## src/design/pio_pkg.sv

```systemverilog
// Package: register map, pin vector layout and reset values for the phone I/O ports
package pio_pkg;

  // ****************************************
  // Register addresses
  // ****************************************
  localparam logic [3:0] PIO_ADDR_PA_DATA = 4'h0;
  localparam logic [3:0] PIO_ADDR_PA_DIR  = 4'h1;
  localparam logic [3:0] PIO_ADDR_PB_DATA = 4'h2;
  localparam logic [3:0] PIO_ADDR_PB_DIR  = 4'h3;
  localparam logic [3:0] PIO_ADDR_PC_DATA = 4'h4;
  localparam logic [3:0] PIO_ADDR_PC_DIR  = 4'h5;
  localparam logic [3:0] PIO_ADDR_PD_DATA = 4'h6;
  localparam logic [3:0] PIO_ADDR_PD_DIR  = 4'h7;
  localparam logic [3:0] PIO_ADDR_CTRL    = 4'h8;
  localparam logic [3:0] PIO_ADDR_PA_PIN  = 4'h9;
  localparam logic [3:0] PIO_ADDR_PB_PIN  = 4'hA;
  localparam logic [3:0] PIO_ADDR_PC_PIN  = 4'hB;
  localparam logic [3:0] PIO_ADDR_PD_PIN  = 4'hC;

  // ****************************************
  // Control register fields
  // ****************************************
  localparam int PIO_CTRL_MFI_EN  = 0;
  localparam int PIO_CTRL_EXT_EN  = 1;
  localparam int PIO_CTRL_TMR_RISE = 2;
  localparam int PIO_CTRL_W       = 3;

  // ****************************************
  // Synchronised pin vector layout
  // ****************************************
  localparam int PIO_PIN_W   = 19;
  localparam int PIO_POS_PA  = 0;
  localparam int PIO_POS_PB  = 8;
  localparam int PIO_POS_PC0 = 12;
  localparam int PIO_POS_PC1 = 13;
  localparam int PIO_POS_PD  = 14;
  localparam int PIO_POS_TMR = 18;

  // ****************************************
  // Reset values
  // ****************************************
  localparam logic [7:0] PIO_RST_DIR8  = 8'h00;
  localparam logic [7:0] PIO_RST_DAT8  = 8'h00;
  localparam logic [3:0] PIO_RST_DIR4  = 4'h0;
  localparam logic [3:0] PIO_RST_DAT4  = 4'h0;
  localparam logic [3:0] PIO_RST_PCDAT = 4'hC;
  localparam logic [1:0] PIO_RST_PCDIR = 2'h0;
  localparam logic [2:0] PIO_RST_CTRL  = 3'h0;

endpackage

```

## src/design/pio_ports.sv

```systemverilog
// Top module: phone MCU general-purpose I/O ports with edge, wake and timer-input logic
//
// The address-and-strobe port and the register addresses were left to the implementer.
`timescale 1ns/10ps
module pio_ports
  import pio_pkg::*;
(
  input  wire logic       REF_CLK_IN,          // 40 MHz system clock
  input  wire logic       RESET_N_IN,          // Synchronous reset, active low
  input  wire logic [3:0] ADDR_IN,             // Register address
  input  wire logic [7:0] WDATA_IN,            // Write data
  input  wire logic       WR_IN,               // Write strobe
  input  wire logic       RD_IN,               // Read strobe
  output logic      [7:0] RDATA_OUT,           // Read data, cycle after strobe
  input  wire logic [7:0] CFG_PA_WAKE_IN,      // Wake-enable options
  input  wire logic [7:0] CFG_PA_PULLUP_IN,    // Wake port pull-up options
  input  wire logic [3:0] CFG_PB_PULLUP_IN,    // Nibble B pull-up options
  input  wire logic [1:0] CFG_PC_PULLUP_IN,    // Single pins pull-up options
  input  wire logic       CFG_PD_PULLUP_IN,    // Whole-nibble pull-up option
  input  wire logic       IDLE_MODE_IN,        // Device in idle mode
  input  wire logic       POWERDOWN_IN,        // Device in power-down
  input  wire logic [7:0] PA_IN,               // Wake port pin levels
  output logic      [7:0] PA_OUT,              // Wake port drive levels
  output logic      [7:0] PA_OE_OUT,           // Wake port drive enables
  output logic      [7:0] PA_PULLUP_OUT,       // Wake port pull-up enables
  input  wire logic [3:0] PB_IN,               // Nibble B pin levels
  output logic      [3:0] PB_OUT,              // Nibble B drive levels
  output logic      [3:0] PB_OE_OUT,           // Nibble B drive enables
  output logic      [3:0] PB_PULLUP_OUT,       // Nibble B pull-up enables
  input  wire logic [1:0] PC_IN,               // Edge pin [0], single pin [1]
  output logic      [1:0] PC_OUT,              // Drive levels of those two
  output logic      [1:0] PC_OE_OUT,           // Drive enables of those two
  output logic      [1:0] PC_PULLUP_OUT,       // Pull-up enables of those two
  output logic      [1:0] OD_OUT,              // Open-drain outputs, level when driven
  output logic      [1:0] OD_OE_OUT,           // Open-drain pull-low enables
  input  wire logic [3:0] PD_IN,               // Pull-up nibble pin levels
  output logic      [3:0] PD_OUT,              // Pull-up nibble drive levels
  output logic      [3:0] PD_OE_OUT,           // Pull-up nibble drive enables
  output logic      [3:0] PD_PULLUP_OUT,       // Pull-up nibble pull-up enables
  input  wire logic       TMR_INT_IN,          // Shared interrupt/timer input
  output logic            EDGE_IRQ_OUT,        // Edge pin interrupt request pulse
  output logic            EXT_INT_OUT,         // External interrupt request pulse
  output logic            TIMER_ZERO_CLOCK_INPUT_TICK_OUT,       // Timer zero count pulse
  output logic            WAKE_OUT             // Wake-up request pulse
);

  // ****************************************
  // State
  // ****************************************
  typedef struct packed {
    logic [PIO_PIN_W-1:0] sync1;
    logic [PIO_PIN_W-1:0] sync2;
    logic [PIO_PIN_W-1:0] prev;
    logic [7:0]           pa_dat;
    logic [7:0]           pa_dir;
    logic [3:0]           pb_dat;
    logic [3:0]           pb_dir;
    logic [3:0]           pc_dat;
    logic [1:0]           pc_dir;
    logic [3:0]           pd_dat;
    logic [3:0]           pd_dir;
    logic [PIO_CTRL_W-1:0] ctrl;
    logic [7:0]           rdata;
    logic                 edge_irq;
    logic                 ext_int;
    logic                 tmr_tick;
    logic                 wake;
  } pio_state_s;

  pio_state_s           q;
  pio_state_s           d;
  logic [PIO_PIN_W-1:0] pins_w;
  logic [PIO_PIN_W-1:0] fall_w;
  logic [PIO_PIN_W-1:0] rise_w;
  logic                 pc0_irq_w;
  logic                 pa_wake_w;

  // Shared input is sampled plain, it has no pull-up output
  assign pins_w = {TMR_INT_IN, PD_IN, PC_IN, PB_IN, PA_IN};

  // Edges from second stage against its delayed copy
  assign fall_w = q.prev & ~q.sync2;
  assign rise_w = ~q.prev & q.sync2;

  // Falling edge on the edge pin while enabled
  assign pc0_irq_w = q.ctrl[PIO_CTRL_MFI_EN] & fall_w[PIO_POS_PC0];

  // Falling edge on any wake-enabled pin
  assign pa_wake_w = |(CFG_PA_WAKE_IN & fall_w[PIO_POS_PA +: 8]);

  // ****************************************
  // Next state
  // ****************************************
  always_comb begin
    d = q;
    d.sync1 = pins_w;
    d.sync2 = q.sync1;
    d.prev  = q.sync2;

    d.edge_irq = pc0_irq_w;
    // Idle-mode wake by edge pin, power-down wake by wake port
    d.wake     = (IDLE_MODE_IN & pc0_irq_w) | (POWERDOWN_IN & pa_wake_w);
    d.ext_int  = q.ctrl[PIO_CTRL_EXT_EN] & fall_w[PIO_POS_TMR];
    // Selected count edge for timer zero
    d.tmr_tick = q.ctrl[PIO_CTRL_TMR_RISE] ? rise_w[PIO_POS_TMR] : fall_w[PIO_POS_TMR];

    if (WR_IN) begin
      unique case (ADDR_IN)
        PIO_ADDR_PA_DATA: d.pa_dat = WDATA_IN;
        PIO_ADDR_PA_DIR:  d.pa_dir = WDATA_IN;
        PIO_ADDR_PB_DATA: d.pb_dat = WDATA_IN[3:0];
        PIO_ADDR_PB_DIR:  d.pb_dir = WDATA_IN[3:0];
        PIO_ADDR_PC_DATA: d.pc_dat = WDATA_IN[3:0];
        PIO_ADDR_PC_DIR:  d.pc_dir = WDATA_IN[1:0];
        PIO_ADDR_PD_DATA: d.pd_dat = WDATA_IN[3:0];
        PIO_ADDR_PD_DIR:  d.pd_dir = WDATA_IN[3:0];
        PIO_ADDR_CTRL:    d.ctrl   = WDATA_IN[PIO_CTRL_W-1:0];
        default: ;
      endcase
    end

    // Read data stand one cycle only
    d.rdata = 8'h00;
    if (RD_IN) begin
      unique case (ADDR_IN)
        PIO_ADDR_PA_DATA: d.rdata = q.pa_dat;
        PIO_ADDR_PA_DIR:  d.rdata = q.pa_dir;
        PIO_ADDR_PB_DATA: d.rdata = {4'h0, q.pb_dat};
        PIO_ADDR_PB_DIR:  d.rdata = {4'h0, q.pb_dir};
        PIO_ADDR_PC_DATA: d.rdata = {4'h0, q.pc_dat};
        PIO_ADDR_PC_DIR:  d.rdata = {6'h00, q.pc_dir};
        PIO_ADDR_PD_DATA: d.rdata = {4'h0, q.pd_dat};
        PIO_ADDR_PD_DIR:  d.rdata = {4'h0, q.pd_dir};
        PIO_ADDR_CTRL:    d.rdata = {5'h00, q.ctrl};
        PIO_ADDR_PA_PIN:  d.rdata = q.sync2[PIO_POS_PA +: 8];
        PIO_ADDR_PB_PIN:  d.rdata = {4'h0, q.sync2[PIO_POS_PB +: 4]};
        PIO_ADDR_PC_PIN:  d.rdata = {3'h0, q.sync2[PIO_POS_TMR], 2'h0, q.sync2[PIO_POS_PC1], q.sync2[PIO_POS_PC0]};
        PIO_ADDR_PD_PIN:  d.rdata = {4'h0, q.sync2[PIO_POS_PD +: 4]};
        default:          d.rdata = 8'h00;
      endcase
    end
  end

  // ****************************************
  // Registers
  // ****************************************
  always_ff @(posedge REF_CLK_IN) begin
    if (!RESET_N_IN) begin
      q          <= '0;
      q.pa_dat   <= PIO_RST_DAT8;
      q.pa_dir   <= PIO_RST_DIR8;
      q.pb_dat   <= PIO_RST_DAT4;
      q.pb_dir   <= PIO_RST_DIR4;
      q.pc_dat   <= PIO_RST_PCDAT;
      q.pc_dir   <= PIO_RST_PCDIR;
      q.pd_dat   <= PIO_RST_DAT4;
      q.pd_dir   <= PIO_RST_DIR4;
      q.ctrl     <= PIO_RST_CTRL;
    end else begin
      q <= d;
    end
  end

  // ****************************************
  // Pin drive and pull-ups
  // ****************************************
  // Direction bit set drives the pin
  assign PA_OUT    = q.pa_dat;
  assign PA_OE_OUT = q.pa_dir;
  assign PB_OUT    = q.pb_dat;
  assign PB_OE_OUT = q.pb_dir;
  assign PC_OUT    = q.pc_dat[1:0];
  assign PC_OE_OUT = q.pc_dir;
  assign PD_OUT    = q.pd_dat;
  assign PD_OE_OUT = q.pd_dir;
  // Open drain: latch zero pulls low
  assign OD_OUT    = 2'h0;
  assign OD_OE_OUT = ~q.pc_dat[3:2];

  assign PA_PULLUP_OUT = CFG_PA_PULLUP_IN & ~q.pa_dir;
  assign PB_PULLUP_OUT = CFG_PB_PULLUP_IN & ~q.pb_dir;
  assign PC_PULLUP_OUT = CFG_PC_PULLUP_IN & ~q.pc_dir;
  // One option for the whole nibble
  assign PD_PULLUP_OUT = {4{CFG_PD_PULLUP_IN}} & ~q.pd_dir;

  assign RDATA_OUT     = q.rdata;
  assign EDGE_IRQ_OUT  = q.edge_irq;
  assign EXT_INT_OUT   = q.ext_int;
  assign TIMER_ZERO_CLOCK_INPUT_TICK_OUT = q.tmr_tick;
  assign WAKE_OUT      = q.wake;
endmodule

```

## config.mk

```make
export PLATFORM = sky130hd
export DESIGN_NAME = pio_ports
export DESIGN_NICKNAME = d
export VERILOG_FILES = /design/src/design/pio_pkg.sv /design/src/design/pio_ports.sv
export SDC_FILE = /design/constraint.sdc
export NUM_CORES = 1
export LEC_CHECK = 0
export ABC_AREA = 1
export ABC_CLOCK_PERIOD_IN_PS = 1500
export BUFFER_PORTS_ARGS = -buffer_cell sky130_fd_sc_hd__buf_2
export CORE_ASPECT_RATIO = 1.75
export CORE_MARGIN = 2
export CORE_UTILIZATION = 45
export CTS_CLUSTER_SIZE = 8
export DETAILED_ROUTE_END_ITERATION = 10
export PLACE_DENSITY = 0.71
export SYNTH_ARGS = -nofsm -noshare
export SYNTH_HDL_FRONTEND = slang
export SYNTH_SLANG_ARGS = --single-unit
```

## constraint.sdc

```tcl
create_clock -name REF_CLK_IN -period 1.5 [get_ports REF_CLK_IN]
set_input_delay 0.15 -clock REF_CLK_IN [delete_from_list [all_inputs] [get_ports REF_CLK_IN]]
set_output_delay 0.15 -clock REF_CLK_IN [all_outputs]
set_load 0.1 [all_outputs]
```

==> results of run 1 <==
cell families after synthesis:
family,after synthesis,synth area share [%]
AO/OA/AOI/OAI,70,8.62
flip-flops,101,46.4
AND/OR/NAND/NOR,256,25.4
buffers and inverters,174,19.5
other,1,0.0861
report_power, final:
part	total [mW]	internal, mW	switching [mW]	leakage [nW]
sequential	2.80	2.76	0.0410	0.824
combinational	0.871	0.211	0.660	1.96
clock	2.28	1.33	0.950	0.145
total	5.96	4.30	1.65	2.93
sequential cells by signal, indices dropped and copies added (netlist names):
signal and count:
EDGE_IRQ_OUT 1, EXT_INT_OUT 1, PA_OE_OUT 8, PA_OUT 8, PB_OE_OUT 4, PB_OUT 4
PC_OE_OUT 2, PC_OUT 2, PD_OE_OUT 4, PD_OUT 4, RDATA_OUT 8, TIMER_ZERO_CLOCK_INPUT_TICK_OUT 1
WAKE_OUT 1, d 38, q 15
synth_stat cells:
library cell	number	share of area, %
and3b_1	1	0.20
clkinv_2	1	0.11
nand2_2	1	0.14
dfxtp_1	101	46
o211ai_1	2	0.34
clkbuf_2	1	0.11
o21ai_2	1	0.20
and3_1	1	0.14
o221ai_1	3	0.60
nor2_2	1	0.14
o22ai_1	2	0.29
nor2_4	3	0.78
o21ai_0	20	2.3
buf_2	8	0.92
nor3_1	3	0.34
nand2_4	2	0.52
o21ai_1	1	0.11
inv_2	2	0.17
nor4_1	1	0.14
a21oi_1	40	4.6
o31ai_1	1	0.17
nand3_1	61	7.0
buf_4	47	8.1
nand2_1	136	12
nor2_1	43	3.7
clkinv_1	1	0.086
inv_1	103	8.9
buf_6	1	0.26
nand3b_1	3	0.52
conb_1	1	0.086
clkbuf_1	10	0.86
per-stage QoR:
step	total power, mW	area [um2]	util (%)
floorplan	3.50	4400	-
global placement	3.67	4840	51.2
detailed placement	3.69	4840	51.2
CTS	5.99	5330	56.3
global route	6.18	5330	56.3
finish	5.96	5330	56.3
worst paths after layout:
path	endpoint	cells past startpoint	slack (ps)	start
max reg2reg	RDATA_OUT[1]	6	450	PB_OE_OUT[1]
min	d[84]	3	20	PC_IN[0]
max	PB_PULLUP_OUT[3]	2	120	PB_OE_OUT[3]
min reg2reg	d[70]	2	410	d[89]
layer usage:
| metal | part of all wire, % | global-route usage (%) | vias up | wire, um |
|---|---|---|---|---|
| met2 | 55 | 40.0 | 172 | 5920 |
| met5 | 0 | 0 | - | 0 |
| met1 | 35 | 20.3 | 1775 | 3810 |
| met3 | 6.2 | 4.71 | 36 | 676 |
| met4 | 3.8 | 11.4 | 0 | 414 |
| li1 | - | - | 2001 | - |
critical path: stages, from the launching register on:
cell and delay [ps]:
dfxtp_1 360, nor2_2 110, buf_2 420
area by class of cell:
| class | instances | share of cell area [%] |
|---|---|---|
| Sequential cell | 101 | 37.9 |
| Multi-Input combinational cell | 328 | 28.7 |
| Timing Repair Buffer | 159 | 17.3 |
| Inverter | 107 | 7.56 |
| Clock buffer | 10 | 4.48 |
| Tap cell | 122 | 2.86 |
| Clock inverter | 5 | 1.13 |
==> flow_summary.yaml, run 1 <==
run_status:
  status: "finished, final reports clean"
sta:
  min_period_ps: 1380
  setup_viol: 0
  postLayoutSetupSlackWorst_ps: 115
  holdWs_ps: 15.4
  finalHoldViolCount: 0
  slew_violations: 0
  rsz0062_at_grt: "false"
  fin_skew_ps: 5.91
  max_freq_mhz: 722
  fin_crit_sh_pct: 92.3
  setup_tns_ps: 0
cts:
  cts_resized: 0
  cts.clk_slew.worst_paths_ps: 60
  clk_latency_ps: 340
  clock-sinks: 101
  cts_tree: "yes"
  cts_root_buffer: "clkbuf_16"
  cts_buffers: 9
  hold_buffers: 19
  h-tree-depth: 3
  cts_buffer_depth: 2
  post_cts_buffers: 0
logic_synthesis:
  seq_area_frac_synth_pct: 46.4
  syn_inst: 602
  syn_area_per_cell_um2: 7.23
  synth_area_um2: 4360
  synth_cell_types: 31
  synth_warnings: 0
  ys_ff_latch: 101
floorplan:
  rows: 47
  die_h_um: 134
  die_w_um: 78.4
  core_area_um2: 9470
  io_pins: 130
  dieArea_um2: 10500
  initial_core_util_pct: 46.0
placed_design:
  dp_cells: 798
  hpwl_um: 8190
  dpl_worst_slack_ps: 43.4
  port-buffer-count: 127
  routabilityCongestion: 0.890
setup_path:
  critPathRequiredTime_ps: 1350
  worstSetupEndpointType: "primary output"
  worstPathArrival_ps: 1230
  start_kind: "register"
  crit_fanout: 4
  path_class: "reg2out"
global_route:
  grt_pass1_vias: 3824
  grt_overflow: 0
  grt_pass1_wl_um: 17300
  gr-usage-all-layers_pct: 21.0
  grt_max_degree: 35
  antenna_found_initial: 0
cells_and_area:
  layout_commonest_cell: "nand2_1"
  regArea_um2: 2020
  drive_gt1_share_pct: 25.9
  area_growth_pct: 22.4
  diodes: 0
  instances_no_fill: 832
  fillers: 929
  multiInputGateArea_um2: 1530
  layout.nets: 766
  final_cell_mix: "nand2_1, buf_2, inv_1"
routing:
  routedWlPerCell_um: 13.0
  wl_um: 10800
  firstDrtPassIters: 5
  vias_per_cell: 4.79
  drtIter0Drc: 236
  dr_total_vias: 3984
  drc: 0
  detail-route-antenna-nets: 0
worst_hold_path:
  hp-class: "in2reg"
pwr:
  vdd_drop_max_mv: 0.767
  leakage_nw: 2.93
  cellPowerDensity_nw_per_um2: 1120
job:
  drv_cap: 0
(Power assumes the default switching activity.)
==> run 2, diff against run 1 <==
--- a/config.mk
+++ b/config.mk
@@ -5,7 +5,6 @@
 export SDC_FILE = /design/constraint.sdc
 export NUM_CORES = 1
 export LEC_CHECK = 0
-export ABC_AREA = 1
 export ABC_CLOCK_PERIOD_IN_PS = 1500
 export BUFFER_PORTS_ARGS = -buffer_cell sky130_fd_sc_hd__buf_2
 export CORE_ASPECT_RATIO = 1.75
==> flow_summary.yaml, run 2 <==
sta:
  fin_skew_ps: 7.00
  slew_violations: 0
  rsz0062_at_grt: "false"
  fin_crit_sh_pct: 96.0
  min_period_ps: 1440
  finalHoldViolCount: 0
  worst_pin_slew_ps: 650
  slew_headroom_pct: 56.5
  holdWs_ps: 13.7
  postLayoutSetupSlackWorst_ps: 60.7
  max_freq_mhz: 695
  setup_viol: 0
routing:
  firstDrtPassIters: 5
  vias_per_cell: 4.97
  dr_total_vias: 3413
  routedWlPerCell_um: 15.3
  drc: 0
  drtIter0Drc: 135
  detail-route-antenna-nets: 0
  wl_um: 10500
cells_and_area:
  layout_commonest_cell: "buf_2"
  drive_gt1_share_pct: 34.9
  final_cell_area_um2: 5370
  area_growth_pct: 23.1
  diodes: 0
  final_cell_mix: "buf_2, dfxtp_1, and2_1"
  largest_register_ffs: 38
  layout.nets: 620
  final_core_util_pct: 56.7
logic_synthesis:
  synth_cell_types: 45
  synth_most_common_cell: "dfxtp_1"
  synth_top_family_by_area: "simple AND/OR/NAND/NOR gates"
  synth-adder-area-share_pct: 0
  synth_area_leaders: "dfxtp_1, mux2i_1, nor2b_1"
  syn_inst: 455
  synth-compound-area-share_pct: 8.18
  synth_simple_gate_area_share_pct: 23.9
  synthTopCellsByCount: "dfxtp_1, nor2b_1, and2_1, buf_4, mux2i_1"
  synth.mux.area_fraction_pct: 10.8
  seq_area_frac_synth_pct: 46.4
  synth_xor_area_share_pct: 0
  synth_top_area_share_pct: 46.4
  yosysTopAreaCell: "dfxtp_1"
  ys_ff_latch: 101
  synth_edf_count: 0
  synthFlopType: "dfxtp_1"
  synth_warnings: 0
  syn_area_per_cell_um2: 9.58
  synthArstFlopShare_pct: 0
  synth_area_um2: 4360
cts:
  cts.clk_slew.worst_paths_ps: 70
  clock-sinks: 101
  cts_buffers: 9
  cts_buffer_depth: 2
  post_cts_buffers: 0
  cts_tree: "yes"
  clk_latency_ps: 350
  h-tree-depth: 3
  cts_root_buffer: "clkbuf_16"
setup_path:
  rrSetupSlack_ps: 260
  critPathMaxStageDelay_ps: 480
  crit_fanout: 4
  cp_cell_sequence: "buf_2"
  start_kind: "register"
  worstPathArrival_ps: 1290
  worstSetupEndpointType: "primary output"
  worstReg2RegStart: "PB_OE_OUT[3]"
  reg2reg_depth: 5
  cp.buffers_inverters: 1
  path_class: "reg2out"
  rr_endpoint: "RDATA_OUT[3]"
  cpMaxStageDelayCell: "buf_2"
  worst_path_dominant_cell_family: "buffers and inverters"
  critPathRequiredTime_ps: 1350
global_route:
  antenna_found_initial: 0
  grt_overflow: 0
  grt_max_degree: 31
  grt_pass1_vias: 3322
  grt_pass1_wl_um: 16700
  gr-usage-all-layers_pct: 21.0
worst_hold_path:
  hold_path_end: "d[85]"
  hp-class: "in2reg"
  hp-start: "PC_IN[1]"
  holdPathStages: 2
pwr:
  p_switching_mw: 1.65
  cellPowerDensity_nw_per_um2: 1120
  vdd_drop_max_mv: 0.737
  p_clk_share_pct: 39.7
  p_comb_share_pct: 14.0
  finalPower_mw: 6.03
  power.internal_mw: 4.38
  sequentialPowerShare_pct: 46.3
  swShare_pct: 27.4
  leakage_nw: 2.49
placed_design:
  routabilityCongestion: 0.932
  port-buffer-count: 127
  hpwl_um: 8190
  dpl_worst_slack_ps: 9.81
  placed_cell_area_um2: 4910
job:
  drv_cap: 0
floorplan:
  rows: 47
  io_pins: 130
  dieArea_um2: 10500
  die_w_um: 78.4
  core_area_um2: 9470
  die_h_um: 134
  initial_core_util_pct: 46.0
run_status:
  status: "finished, final reports clean"
run 2: through the flow:
| step | TNS, ps | instances |
|---|---|---|
| after global routing | 0 | 687 |
| after CTS | 0 | 687 |
| after global placement | -41.1 | 657 |
| after detailed placement | 0 | 657 |
| after floorplan | 0 | 456 |
| final | 0 | 687 |
run 2: layout make-up:
class,instances,area [um2]
multi-input combinational,282,1920
fill,854,4100
clock inverter,6,76.3
tap,122,153
clock buffer,10,239
timing repair buffer,163,941
sequential,101,2020
inverter,3,11.3
run 2: kinds of logic (layout without fill, tap and decap cells):
group,after synthesis,after routing
multiplexers,45,45
other,1,2
flip-flops,101,101
buffers and inverters,73,182
AND/OR/NAND/NOR,181,181
AO/OA/AOI/OAI,54,54
run 2: worst max-delay path by stage:
| stage | start | endpoint | slack, ps | cells after the start |
|---|---|---|---|---|
| 6_report | PB_OE_OUT[2] | PB_OE_OUT[2] | 60 | 1 |
| 5_1_grt | PB_OE_OUT[2] | PB_PULLUP_OUT[2] | 10 | 2 |
| 4_1_cts | PB_OE_OUT[2] | PB_OE_OUT[2] | 20 | 1 |
| 3_5_place_dp | ADDR_IN[2] | PD_OE_OUT[3] | 10 | 7 |
| 3_3_place_gp | ADDR_IN[0] | RDATA_OUT[0] | -40 | 5 |
| 2_1_floorplan | PA_OE_OUT[1] | PA_PULLUP_OUT[1] | 220 | 1 |
run 2: what timing repair did:
item                                   in CTS  in global routing
setup endpoints to repair                   0                  0
hold buffers                               14                  0
endpoints found under the hold margin      14                  0
resized for setup                           0                  0
run 2: power by group through the flow:
stage | clock network, mW | registers [mW] | logic, mW
6_report | 2.39 | 2.79 | 0.841
5_1_grt | 2.58 | 2.80 | 0.891
4_1_cts | 2.47 | 2.79 | 0.845
3_5_place_dp | 0 | 2.86 | 0.816
3_3_place_gp | 0 | 2.85 | 0.811
2_1_floorplan | 0 | 2.85 | 0.624
run 2: metal layers:
layer	global-route usage [%]	wire length [um]	vias up	share of wire, %
met5	0	0	-	0
met4	11.9	416	0	4.0
met3	3.84	399	26	3.8
met2	37.6	5550	103	53
met1	22.8	4150	1597	39
li1	-	-	1687	-
